### config.mk
export PLATFORM = sky130hd
export DESIGN_NAME = gl_pin_function
export DESIGN_NICKNAME = d
export VERILOG_FILES = /design/src/rtl/gl_pkg.sv /design/src/rtl/gl_pin_function.sv /design/src/rtl/gl_blink_timer.sv
export VERILOG_INCLUDE_DIRS = /design/src /design/src/rtl
export SDC_FILE = /design/constraint.sdc
export NUM_CORES = 1
export LEC_CHECK = 0
export ABC_AREA = 0
export ABC_CLOCK_PERIOD_IN_PS = 6200
export CORE_AREA = 2 2 124 126
export CTS_CLUSTER_DIAMETER = 50
export DETAILED_ROUTE_END_ITERATION = 10
export DIE_AREA = 0 0 126 128
export DONT_BUFFER_PORTS = 1
export PLACE_DENSITY_LB_ADDON = 0.3
export SYNTH_ARGS = -nofsm -noshare
export SYNTH_HDL_FRONTEND = slang
export SYNTH_SLANG_ARGS = --single-unit
### constraint.sdc
create_clock -name i_clk -period 6.2 [get_ports i_clk]
set_input_delay 0.93 -clock i_clk [delete_from_list [all_inputs] [get_ports i_clk]]
set_output_delay 0.93 -clock i_clk [all_outputs]
set_load 0.01 [all_outputs]
### src/rtl/gl_defs.svh
// Offsets, field positions, reset values and timing counts of the pin-function block
`ifndef GL_DEFS_SVH
`define GL_DEFS_SVH
// ====================================================================
// Register offsets (byte addresses)
`define GL_AW          8
`define GL_REG_CFG     8'h00
`define GL_REG_DATA    8'h04
`define GL_REG_ISTS    8'h08
`define GL_REG_IMASK   8'h0c
`define GL_REG_IPOL    8'h10
`define GL_REG_STAT    8'h14
// ====================================================================
// Configuration fields
`define GL_CFG_DIR     2:0
`define GL_CFG_OD      6:4
`define GL_CFG_LED     10:8
`define GL_CFG_DFN     13:12
`define GL_CFG_CFN     15:14
`define GL_CFG_W       16
`define GL_CFG_RST     16'h0700
// Data fields
`define GL_DAT_GP      2:0
`define GL_DAT_GP_OUTPUT_THREE 3
`define GL_DAT_GP_OUTPUT_FOUR  4
// ====================================================================
// Synchroniser vector positions
`define GL_SW          16
`define GL_S_LINK      0
`define GL_S_SPD100    1
`define GL_S_ANEG      2
`define GL_S_FDX       3
`define GL_S_TXA       4
`define GL_S_RXA       5
`define GL_S_TXEN      6
`define GL_S_TXCLK     7
`define GL_S_RXDV      8
`define GL_S_RXCLK     9
`define GL_S_XOVER     10
`define GL_S_GP        13:11
`define GL_S_DPIN      14
`define GL_S_CPIN      15
// ====================================================================
// Timing
`define GL_CLK_MHZ     250
`define GL_BLINK_MS    80
`define GL_MS_CYCLES   (`GL_CLK_MHZ * 1000)
`endif

### src/rtl/gl_pkg.sv
// Types shared by the pin-function block
package gl_pkg;
  // ==================================================================
  // Link/activity indicator states, Gray along on -> off -> hold; hold -> on flips both bits
  typedef enum logic [1:0] {
    LA_ON   = 2'b00,
    LA_OFF  = 2'b01,
    LA_HOLD = 2'b11,
    LA_DARK = 2'b10
  } la_state_e;
  // Function of a serial-memory pin
  typedef enum logic [1:0] {
    FN_MEM  = 2'b00,
    FN_GPO  = 2'b01,
    FN_SIG  = 2'b10,
    FN_CLK  = 2'b11
  } pin_fn_e;
endpackage

### src/rtl/gl_pin_function.sv
// General-purpose pin, indicator and serial-memory pin multiplexing
// Summary of operation
// - Speed indicator low: 100M, negotiating, unplugged
// - Speed indicator high only at 10M link
// - Link indicator low while link, no blink
// - Activity drives link indicator high 80 ms
// - Then low at least 80 ms before reblink
// - Duplex indicator low in full duplex only
// - Pins: push-pull, open-drain or input mode
// - Pins zero..two carry speed, link, duplex indicators
// - Data pin: memory, output three, tx enable, tx clock
// - Clock pin: memory, output four, rx valid, rx clock
// - Memory select held inactive while pins reassigned
// - Clock pin sampled once after reset only
// - Crossover enabled when strap high or open
// - General pins raise interrupts, programmable polarity
// - Outputs three and four never interrupt
//
// Added by the designer: the address map and strobed register access.
`timescale 1ns/1ns
`include "gl_defs.svh"
module gl_pin_function #(
  parameter int MS_CYCLES = `GL_MS_CYCLES,
  parameter int BLINK_MS  = `GL_BLINK_MS
) (
  input  wire logic        i_clk,
  input  wire logic        i_sys_rst,
  // Register port
  input  wire logic [7:0]  i_addr,
  input  wire logic [31:0] i_wdata,
  input  wire logic        i_wr,
  input  wire logic        i_rd,
  output logic      [31:0] o_rdata,
  output logic             o_irq,
  // Link status from the transceiver
  input  wire logic        i_link_up,
  input  wire logic        i_speed_100,
  input  wire logic        i_autoneg_busy,
  input  wire logic        i_full_duplex,
  input  wire logic        i_tx_activity,
  input  wire logic        i_rx_activity,
  input  wire logic        i_mii_tx_en,
  input  wire logic        i_mii_tx_clk,
  input  wire logic        i_mii_rx_dv,
  input  wire logic        i_mii_rx_clk,
  // Strap and crossover control
  input  wire logic        i_crossover_strap_enable,
  output logic             o_crossover_en,
  output logic             o_factory_test,
  // Serial-memory controller side
  input  wire logic        i_mem_dout,
  input  wire logic        i_mem_dout_oe,
  input  wire logic        i_mem_clk,
  input  wire logic        i_mem_cs,
  output logic             o_mem_din,
  // General pins zero..two
  input  wire logic [2:0]  i_gp_io_i,
  output logic      [2:0]  o_gp_io_o,
  output logic      [2:0]  o_gp_io_oe,
  // Serial-memory pins
  input  wire logic        i_serial_mem_data_pin_i,
  output logic             o_serial_mem_data_pin_o,
  output logic             o_serial_mem_data_pin_oe,
  input  wire logic        i_serial_mem_clock_pin_i,
  output logic             o_serial_mem_clock_pin_o,
  output logic             o_serial_mem_clock_pin_oe,
  output logic             o_serial_mem_select
);
  // ==================================================================
  // State of the whole block
  typedef struct packed {
    logic [`GL_SW-1:0]   s1;       // First synchroniser stage
    logic [`GL_SW-1:0]   s2;       // Second synchroniser stage
    logic [`GL_CFG_W-1:0] cfg;     // Pin configuration
    logic [4:0]          dout;     // Output values, pins and outputs 3/4
    logic [2:0]          ists;     // Sticky interrupt status
    logic [2:0]          imask;    // Interrupt mask
    logic [2:0]          ipol;     // Active level per pin
    logic [2:0]          act_prev; // Active level seen last cycle
    gl_pkg::la_state_e   la_st;    // Link/activity indicator state
    logic                pend;     // Activity seen during blink
    logic [1:0]          strap_cnt;// Cycles since reset release
    logic                strap_done;
    logic                test_bit; // Latched clock pin level
    logic                spd_n;    // Indicator levels
    logic                la_n;
    logic                fdx_n;
    logic [31:0]         rdata;
    logic                irq;
    logic                xover;
    logic                mem_din;
    logic [2:0]          gp_o;
    logic [2:0]          gp_oe;
    logic                dp_o;
    logic                dp_oe;
    logic                cp_o;
    logic                cp_oe;
    logic                sel;
  } state_s;
  state_s q;
  state_s d;
  logic   blink_start;   // Restart the interval timer
  logic   blink_done;    // Interval elapsed
  logic   link;          // Synchronised status
  logic   act;
  logic   wr_cfg;
  logic   wr_data;
  logic   wr_ists;
  logic   wr_imask;
  logic   wr_ipol;
  logic [2:0] gp_in_mode;
  logic [2:0] active;
  logic [2:0] events;
  logic [2:0] led_n;
  gl_pkg::pin_fn_e dfn;
  gl_pkg::pin_fn_e cfn;
  // ==================================================================
  // Interval timer for the activity blink
  gl_blink_timer #(
    .MS_CYCLES (MS_CYCLES),
    .BLINK_MS  (BLINK_MS)
  ) u_timer (
    .i_clk     (i_clk),
    .i_sys_rst (i_sys_rst),
    .i_start   (blink_start),
    .o_done    (blink_done)
  );
  // ==================================================================
  // Next-state logic
  always_comb begin
    d = q;
    // Every pin and status input crosses into this clock first
    d.s1 = {i_serial_mem_clock_pin_i, i_serial_mem_data_pin_i, i_gp_io_i,
            i_crossover_strap_enable, i_mii_rx_clk, i_mii_rx_dv, i_mii_tx_clk,
            i_mii_tx_en, i_rx_activity, i_tx_activity, i_full_duplex,
            i_autoneg_busy, i_speed_100, i_link_up};
    d.s2 = q.s1;
    link = q.s2[`GL_S_LINK];
    act  = q.s2[`GL_S_TXA] | q.s2[`GL_S_RXA];
    dfn  = gl_pkg::pin_fn_e'(q.cfg[`GL_CFG_DFN]);
    cfn  = gl_pkg::pin_fn_e'(q.cfg[`GL_CFG_CFN]);
    // Register writes
    wr_cfg   = i_wr && (i_addr == `GL_REG_CFG);
    wr_data  = i_wr && (i_addr == `GL_REG_DATA);
    wr_ists  = i_wr && (i_addr == `GL_REG_ISTS);
    wr_imask = i_wr && (i_addr == `GL_REG_IMASK);
    wr_ipol  = i_wr && (i_addr == `GL_REG_IPOL);
    if (wr_cfg) begin
      d.cfg = i_wdata[`GL_CFG_W-1:0];
    end
    if (wr_data) begin
      d.dout = i_wdata[4:0];
    end
    if (wr_imask) begin
      d.imask = i_wdata[2:0];
    end
    if (wr_ipol) begin
      d.ipol = i_wdata[2:0];
    end
    // Interrupts only from pins in input mode; outputs 3/4 have no status bit
    gp_in_mode = ~q.cfg[`GL_CFG_DIR] & ~q.cfg[`GL_CFG_LED];
    active     = ~(q.s2[`GL_S_GP] ^ q.ipol) & gp_in_mode;
    events     = active & ~q.act_prev;
    d.act_prev = active;
    // A new event wins over a write-one clear in the same cycle
    d.ists = (q.ists & ~(wr_ists ? i_wdata[2:0] : 3'h0)) | events;
    d.irq  = |(d.ists & d.imask);
    // Strap capture a few cycles after release, once only
    if (!q.strap_done) begin
      if (q.strap_cnt == 2'h2) begin
        d.test_bit   = q.s2[`GL_S_CPIN];
        d.strap_done = 1'b1;
      end else begin
        d.strap_cnt = q.strap_cnt + 2'h1;
      end
    end
    // Strap high or floating (pulled up) enables crossover
    d.xover = q.s2[`GL_S_XOVER];
    // Speed: high only at a settled 10M link
    d.spd_n = link & ~q.s2[`GL_S_SPD100] & ~q.s2[`GL_S_ANEG];
    d.fdx_n = ~q.s2[`GL_S_FDX];
    // Link/activity blink sequence
    blink_start = 1'b0;
    d.pend = q.pend | (act & ((q.la_st == gl_pkg::LA_OFF) || (q.la_st == gl_pkg::LA_HOLD)));
    case (q.la_st)
      gl_pkg::LA_DARK: begin
        d.pend = 1'b0;
        if (link) begin
          d.la_st = gl_pkg::LA_ON;
        end
      end
      gl_pkg::LA_ON: begin
        if (!link) begin
          d.la_st = gl_pkg::LA_DARK;
        end else if (act || q.pend) begin
          d.la_st     = gl_pkg::LA_OFF;
          d.pend      = 1'b0;
          blink_start = 1'b1;
        end
      end
      gl_pkg::LA_OFF: begin
        if (!link) begin
          d.la_st = gl_pkg::LA_DARK;
        end else if (blink_done) begin
          d.la_st     = gl_pkg::LA_HOLD;
          blink_start = 1'b1;
        end
      end
      gl_pkg::LA_HOLD: begin
        // Further activity waits for the full on-interval
        if (!link) begin
          d.la_st = gl_pkg::LA_DARK;
        end else if (blink_done) begin
          d.la_st = gl_pkg::LA_ON;
        end
      end
      default: begin
        d.la_st = gl_pkg::LA_DARK;
      end
    endcase
    d.la_n = (d.la_st != gl_pkg::LA_ON) && (d.la_st != gl_pkg::LA_HOLD);
    // General pins: indicator (open drain) or programmed mode
    led_n = {d.fdx_n, d.la_n, d.spd_n};
    for (int i = 0; i < 3; i++) begin
      if (q.cfg[8 + i]) begin
        d.gp_o[i]  = 1'b0;
        d.gp_oe[i] = ~led_n[i];
      end else if (!q.cfg[i]) begin
        d.gp_o[i]  = 1'b0;
        d.gp_oe[i] = 1'b0;
      end else if (q.cfg[4 + i]) begin
        d.gp_o[i]  = 1'b0;
        d.gp_oe[i] = ~q.dout[i];
      end else begin
        d.gp_o[i]  = q.dout[i];
        d.gp_oe[i] = 1'b1;
      end
    end
    // Serial-memory data pin
    case (dfn)
      gl_pkg::FN_GPO: begin
        d.dp_o  = q.dout[`GL_DAT_GP_OUTPUT_THREE];
        d.dp_oe = 1'b1;
      end
      gl_pkg::FN_SIG: begin
        d.dp_o  = q.s2[`GL_S_TXEN];
        d.dp_oe = 1'b1;
      end
      gl_pkg::FN_CLK: begin
        d.dp_o  = q.s2[`GL_S_TXCLK];
        d.dp_oe = 1'b1;
      end
      default: begin
        d.dp_o  = i_mem_dout;
        d.dp_oe = i_mem_dout_oe;
      end
    endcase
    // Serial-memory clock pin; its input is never used past the strap
    case (cfn)
      gl_pkg::FN_GPO: begin
        d.cp_o = q.dout[`GL_DAT_GP_OUTPUT_FOUR];
      end
      gl_pkg::FN_SIG: begin
        d.cp_o = q.s2[`GL_S_RXDV];
      end
      gl_pkg::FN_CLK: begin
        d.cp_o = q.s2[`GL_S_RXCLK];
      end
      default: begin
        d.cp_o = i_mem_clk;
      end
    endcase
    d.cp_oe = 1'b1;
    // Select stays low unless both pins belong to the memory
    d.sel     = i_mem_cs && (dfn == gl_pkg::FN_MEM) && (cfn == gl_pkg::FN_MEM);
    d.mem_din = q.s2[`GL_S_DPIN];
    // Read data stands only in the cycle after the strobe
    d.rdata = 32'h0;
    if (i_rd) begin
      case (i_addr)
        `GL_REG_CFG:   d.rdata = {16'h0, q.cfg};
        `GL_REG_DATA:  d.rdata = {27'h0, q.dout[4:3], q.s2[`GL_S_GP]};
        `GL_REG_ISTS:  d.rdata = {29'h0, q.ists};
        `GL_REG_IMASK: d.rdata = {29'h0, q.imask};
        `GL_REG_IPOL:  d.rdata = {29'h0, q.ipol};
        `GL_REG_STAT:  d.rdata = {26'h0, q.la_st == gl_pkg::LA_ON, q.fdx_n, q.la_n, q.spd_n,
                                  q.test_bit, q.xover};
        default:       d.rdata = 32'h0;
      endcase
    end
  end
  // ==================================================================
  // Register stage; pins idle and indicators dark during reset
  always_ff @(posedge i_clk) begin
    if (i_sys_rst) begin
      q       <= '0;
      q.cfg   <= `GL_CFG_RST;
      q.la_st <= gl_pkg::LA_DARK;
      q.la_n  <= 1'b1;
      q.fdx_n <= 1'b1;
    end else begin
      q <= d;
    end
  end
  // ==================================================================
  // Outputs, all straight from flip-flops
  assign o_rdata                   = q.rdata;
  assign o_irq                     = q.irq;
  assign o_crossover_en            = q.xover;
  assign o_factory_test            = q.test_bit;
  assign o_mem_din                 = q.mem_din;
  assign o_gp_io_o                 = q.gp_o;
  assign o_gp_io_oe                = q.gp_oe;
  assign o_serial_mem_data_pin_o   = q.dp_o;
  assign o_serial_mem_data_pin_oe  = q.dp_oe;
  assign o_serial_mem_clock_pin_o  = q.cp_o;
  assign o_serial_mem_clock_pin_oe = q.cp_oe;
  assign o_serial_mem_select       = q.sel;
endmodule

### src/rtl/gl_blink_timer.sv
// Millisecond divider and blink interval counter
`timescale 1ns/1ns
`include "gl_defs.svh"
module gl_blink_timer #(
  parameter int MS_CYCLES = `GL_MS_CYCLES,
  parameter int BLINK_MS  = `GL_BLINK_MS
) (
  input  wire logic i_clk,
  input  wire logic i_sys_rst,
  input  wire logic i_start,
  output logic      o_done
);
  localparam int DW = $clog2(MS_CYCLES + 1);
  localparam int MW = $clog2(BLINK_MS + 1);
  // ==================================================================
  // Elaboration check
  if (MS_CYCLES < 1 || BLINK_MS < 1) begin : g_bad
    $error("gl_blink_timer: counts must be at least one");
  end
  typedef struct packed {
    logic [DW-1:0] div;   // Cycle count within one millisecond
    logic [MW-1:0] ms;    // Whole milliseconds elapsed
    logic          run;   // Interval in progress
    logic          done;  // One-cycle end pulse
  } tmr_s;
  tmr_s q;
  tmr_s d;
  logic tick;
  // ==================================================================
  // Next state: restart clears the divider so no partial ms is counted
  always_comb begin
    d    = q;
    tick = (q.div == DW'(MS_CYCLES - 1));
    d.done = 1'b0;
    if (i_start) begin
      d.div = '0;
      d.ms  = '0;
      d.run = 1'b1;
    end else if (q.run) begin
      // One-cycle enable at each millisecond
      d.div = tick ? '0 : DW'(q.div + 1'b1);
      if (tick) begin
        if (q.ms == MW'(BLINK_MS - 1)) begin
          d.run  = 1'b0;
          d.done = 1'b1;
        end else begin
          d.ms = MW'(q.ms + 1'b1);
        end
      end
    end
  end
  // Register stage
  always_ff @(posedge i_clk) begin
    if (i_sys_rst) begin
      q <= '0;
    end else begin
      q <= d;
    end
  end
  assign o_done = q.done;
endmodule

### Word-level counts from Yosys, hierarchy flattened

Index checks and enable logic that the tools add are counted.
Widths: inputs -> output; s select.

| word-level totals | value |
|---|---|
| flip-flop bits (word level) | 148 |
| word-level logic and storage cells | 150 |

| cells by class | value |
|---|---|
| add/sub/neg operators | 3 |
| equal/unequal tests | 18 |
| mux-type cells | 37 |
| bitwise gates (word level) | 34 |
| reduce and logical (&&, ||, !) cells | 25 |

Operators with widths:

| kind | number |
|---|---|
| $pmux 16 s6 | 1 |
| $mux 2 | 12 |
| $add 18x1->18 const B | 1 |
| $eq 18x18->1 const B | 1 |
| $mux 18 | 1 |
| $not 1->1 | 17 |
| $eq 8x4->1 const B | 2 |
| $eq 8x5->1 const B | 2 |
| $reduce_or 4->1 | 4 |
| $and 3x3->3 | 5 |
| $mux 1 | 15 |
| $not 3->3 | 5 |
| $eq 2x2->1 const B | 7 |
| $mux 3 | 3 |
| $eq 8x3->1 const B | 1 |
| $logic_and 1x1->1 | 8 |
| $logic_not 8->1 | 1 |
| $pmux 2 s4 | 1 |
| $add 7x1->7 const B | 1 |
| $eq 7x7->1 const B | 1 |
| $eq 2x1->1 const B | 3 |
| $logic_not 2->1 | 3 |
| $pmux 2 s3 | 1 |
| $pmux 1 s2 | 2 |
| other kinds (13) | 19 |

### Longest topological paths before layout

| depth | value |
|---|---|
| depth in word-level cells | 11 |
| mapped depth | 9 |
| gate-level depth less buffers | 6 |

### By module

From an unflattened synthesis, not the netlist that was laid out.

| second synthesis, totals | value |
|---|---|
| cells, all modules | 541 |
| area, all modules | 5360.1 um2 |

By module, submodules not included:

| module | times used | cells an instance | area each (um2) |
|---|---|---|---|
| gl_pin_function | 1 | 384 | 3982.6 |
| gl_blink_timer | 1 | 157 | 1377.6 |

### Worst setup path before layout

Ideal clock, no wire load.

| timing | value |
|---|---|
| path kind | input port to flip-flop |
| from | in i_addr[2] |
| to | reg q (netlist bit cfn[0]) |
| setup time | 0.071 ns |
| data arrival time | 2.536 ns |
| required time | 6.129 ns |
| setup slack | 3.593 ns |
| stages | 9 |
| cells stage by stage | clkbuf_1 -> nor4_1 -> and2_1 -> clkbuf_1 -> and3_1 -> clkbuf_1 -> buf_2 -> nand2_1 -> a21oi_1 |

| between the ends | value |
|---|---|
| word-level cells in the longest chain between the ends | 2 |

Ends and longest elaborated chain:

| what | RTL line | RTL |
|---|---|---|
| start, declared | gl_pin_function.sv:29 | `input wire logic [7:0] i_addr,` |
| $logic_not 8->1 | n/a |  |
| $logic_and 1x1->1 | gl_pin_function.sv:143 | `` wr_cfg = i_wr && (i_addr == `GL_REG_CFG); `` |
| end, declared | gl_pin_function.sv:100 | `state_s q;` |

Every way passes these cells.
A chain may end at the register's enable or synchronous reset.

### Final worst setup path

| timing | value |
|---|---|
| from | reg u_timer.q[13] in the netlist's numbering |
| to | reg u_timer.q[5] in the netlist's numbering |

| between the ends | value |
|---|---|
| word-level cells in the longest chain between the ends | 2 |

Ends and longest elaborated chain:

| what | RTL line | RTL |
|---|---|---|
| start, declared | gl_blink_timer.sv:26 | `tmr_s q;` |
| start signal, assigned | gl_blink_timer.sv:55 | `q <= '0;` |
| start signal, assigned | gl_blink_timer.sv:57 | `q <= d;` |
| $eq 18x18->1 | gl_blink_timer.sv:33 | `tick = (q.div == DW'(MS_CYCLES - 1));` |
| $reduce_and 3->1 (no line) | n/a |  |

Every way passes these cells.

==> metrics <==
total number of vias=between 3000 and 4000; Top Ports=~110; port bufs=0; critical register-to-register path startpoint=u_timer.q[13]; DP Wirelength=a little over 7000 um; post-cts repair resize count=0; Core Region=14900 um2; DIE AREA=around 16000 um2; antenna cells=0; DRC viols=0; clk_skew=roughly 0.0080 ns; Slew headroom=about half; CTS sink cnt=roughly 130; Routed WL per cell=14.2 um; P_leak=~2.2 nW; synth warn=0; H-tree levels=4; Routed WL=between 10000 and 15000 um; Setup crit end kind=register; dominant cells by area after synthesis=dfxtp_1, buf_4, nor2b_1; Pwr Total=between 1.5 and 2 mW; placed insts=686; Via-to-Cell Ratio=4.73; synth unique cells=48; Hold Buf Count CTS=0; RSZ-0062 raised after global routing=no; dominant synthesized flop cell=dfxtp_1; #FFs+latches synth=~130; setup violators final=0; Critical R2R Capture=u_timer.q[5]; FF-to-FF setup slack=3.77 ns; final period utilization=between 30% and 40%; Worst setup endpoint=u_timer.q[5]; pwr dens=roughly 350 nW/um2; CP max FO=6; Cell Rows=45; Synth async-reset ratio=0%; Post-synth EDFFs=0; initial antenna violation count=0; Worst Setup SP=u_timer.q[13]; most frequent cells in the layout=dfxtp_1, nor2_1, nand2_1, nor2b_1, a21oi_1; Finished Layout Cells=between 700 and 800; commonest non-fill, non-tap cell in the layout=dfxtp_1; post-synth top area cell=dfxtp_1; gr usage total=a little over an eighth; CTS Root Cell=clkbuf_16; Routed Antenna Nets=0; vias in the first global route=approximately 3300; largest net degree at the start of global routing=73; DR pass1 iterations=5; utilization after layout=a little under two fifths; CP Data Arrival Time=around 2.7 ns; CTS tree=done; grt total ovfl=0; Synth Cell Area=5100 um2; Syn Inst Count=~540; Crit path required time=approximately 6.5 ns; area growth from synthesis to layout=10.1%; wire length of the first global-routing pass=16500 um; Setup TNS Final=0 ns; TritonCTS Buffers=17; RePlAce Congestion=0.764; max_cap viols=0; post-layout net count=584; reg2reg path depth=5; die width=126 um; Max Root-Sink Buffers=2; WHS=approximately 0.41 ns; Max Clk Rate=approximately 410 MHz; first-iteration detailed-routing DRC count=approximately 170; area fraction of the dominant cell type after synthesis=51.8%; Final Cell Area=5620 um2; Initial Util=34.3%; Critical Path Start Type=register; worst vdd ir=~0.19 mV; Die Y=128 um; Least-Margin Pin Slew=roughly 0.76 ns; Tmin final=between 2 and 2.5 ns; final worst setup slack=~3.8 ns; status=completed; Syn Area/Cell=9.37 um2; share of cells above drive strength 1=under 10%; final hold viol count=0; worst min-delay path class=register to register; Final Slew Violations=0; sequential area share after synthesis=around half; pre-CTS setup slack=approximately 3.4 ns; Post-CTS Setup Inserts=0; placed instance area=5020 um2; Clk pin slew, worst setup/hold paths=0.05 ns; Worst-Skew Late Latency=0.41 ns; CP Class=register to register
## state kept, by name, summed over array words and instances (netlist names)
register,count
cfn,2
d,18
dfn,2
link,1
o_crossover_en,1
o_factory_test,1
o_gp_io_o,3
o_gp_io_oe,3
o_irq,1
o_mem_din,1
o_rdata,16
o_serial_mem_clock_pin_o,1
o_serial_mem_clock_pin_oe,1
o_serial_mem_data_pin_o,1
o_serial_mem_data_pin_oe,1
o_serial_mem_select,1
q,51
u_timer.o_done,1
u_timer.q,26
## worst min-delay path by stage
stage | slack, ns | depth (start not counted) | startpoint | to
finish | 0.41 | 1 | q[92] | q[46]
global route | 0.42 | 1 | q[92] | q[46]
CTS | 0.41 | 1 | q[92] | q[46]
detailed placement | 0.40 | 1 | q[92] | q[46]
global placement | 0.39 | 1 | q[92] | q[46]
floorplan | 0.37 | 1 | q[92] | q[46]
## Yosys cell counts (all sizes together) (2+ instances only)
| library cell | number |
|---|---|
| mux2 | 2 |
| ha | 3 |
| clkbuf | 17 |
| and2 | 17 |
| nand4b | 3 |
| and4 | 2 |
| o211ai | 2 |
| nand2 | 54 |
| and3b | 2 |
| nor4 | 6 |
| xnor2 | 10 |
| nor2 | 58 |
| nor3 | 11 |
| a31o | 2 |
| a31oi | 3 |
| nand3 | 15 |
| nor4b | 2 |
| a32oi | 2 |
| inv | 12 |
| xor2 | 15 |
| o21ai | 6 |
| a21oi | 26 |
| mux4 | 2 |
| nand4 | 14 |
| nand2b | 4 |
| dfxtp | 132 |
| and3 | 3 |
| buf | 44 |
| o22ai | 2 |
| mux2i | 20 |
| nor2b | 35 |
| or4 | 3 |
| a311oi | 2 |
| a21o | 2 |
| or2 | 2 |
## where the power goes
part | internal (mW) | switching, mW
clock network | 0.658 | 0.345
registers | 0.871 | 0.0117
logic | 0.0252 | 0.0311
total | 1.55 | 0.388
## logic make-up after synthesis
group	count (synthesis)	share of synthesized area (%)
multiplexers	24	5.25
XOR/XNOR	25	4.29
other	1	0.0735
AND/OR/NAND/NOR	235	23.5
flip-flops	132	51.8
buffers and inverters	73	8.22
adder cells (fa/ha/maj)	3	0.736
AO/OA/AOI/OAI	51	6.11
## critical path, stage by stage, from the launching register on
cell      delay [ns]
dfxtp_1         0.35
or4b_1          0.54
or3_4           0.41
nor3_1          0.59
a311oi_1        0.21
a41o_1          0.23
## per-layer routing
layer  global-route usage, %  routed length (um)
met4                    6.21                 148
met3                    4.13                 484
met5                       0                   0
met1                    16.5                4900
met2                    20.3                4610
## layout make-up
| cell class | instances | area [um2] |
|---|---|---|
| Clock buffer | 21 | 470 |
| Fill cell | 1479 | 9250 |
| Multi-Input combinational cell | 354 | 2090 |
| Tap cell | 188 | 235 |
| Sequential cell | 132 | 2640 |
| Clock inverter | 9 | 129 |
| Inverter | 12 | 45.0 |
(Power assumes the default switching activity.)
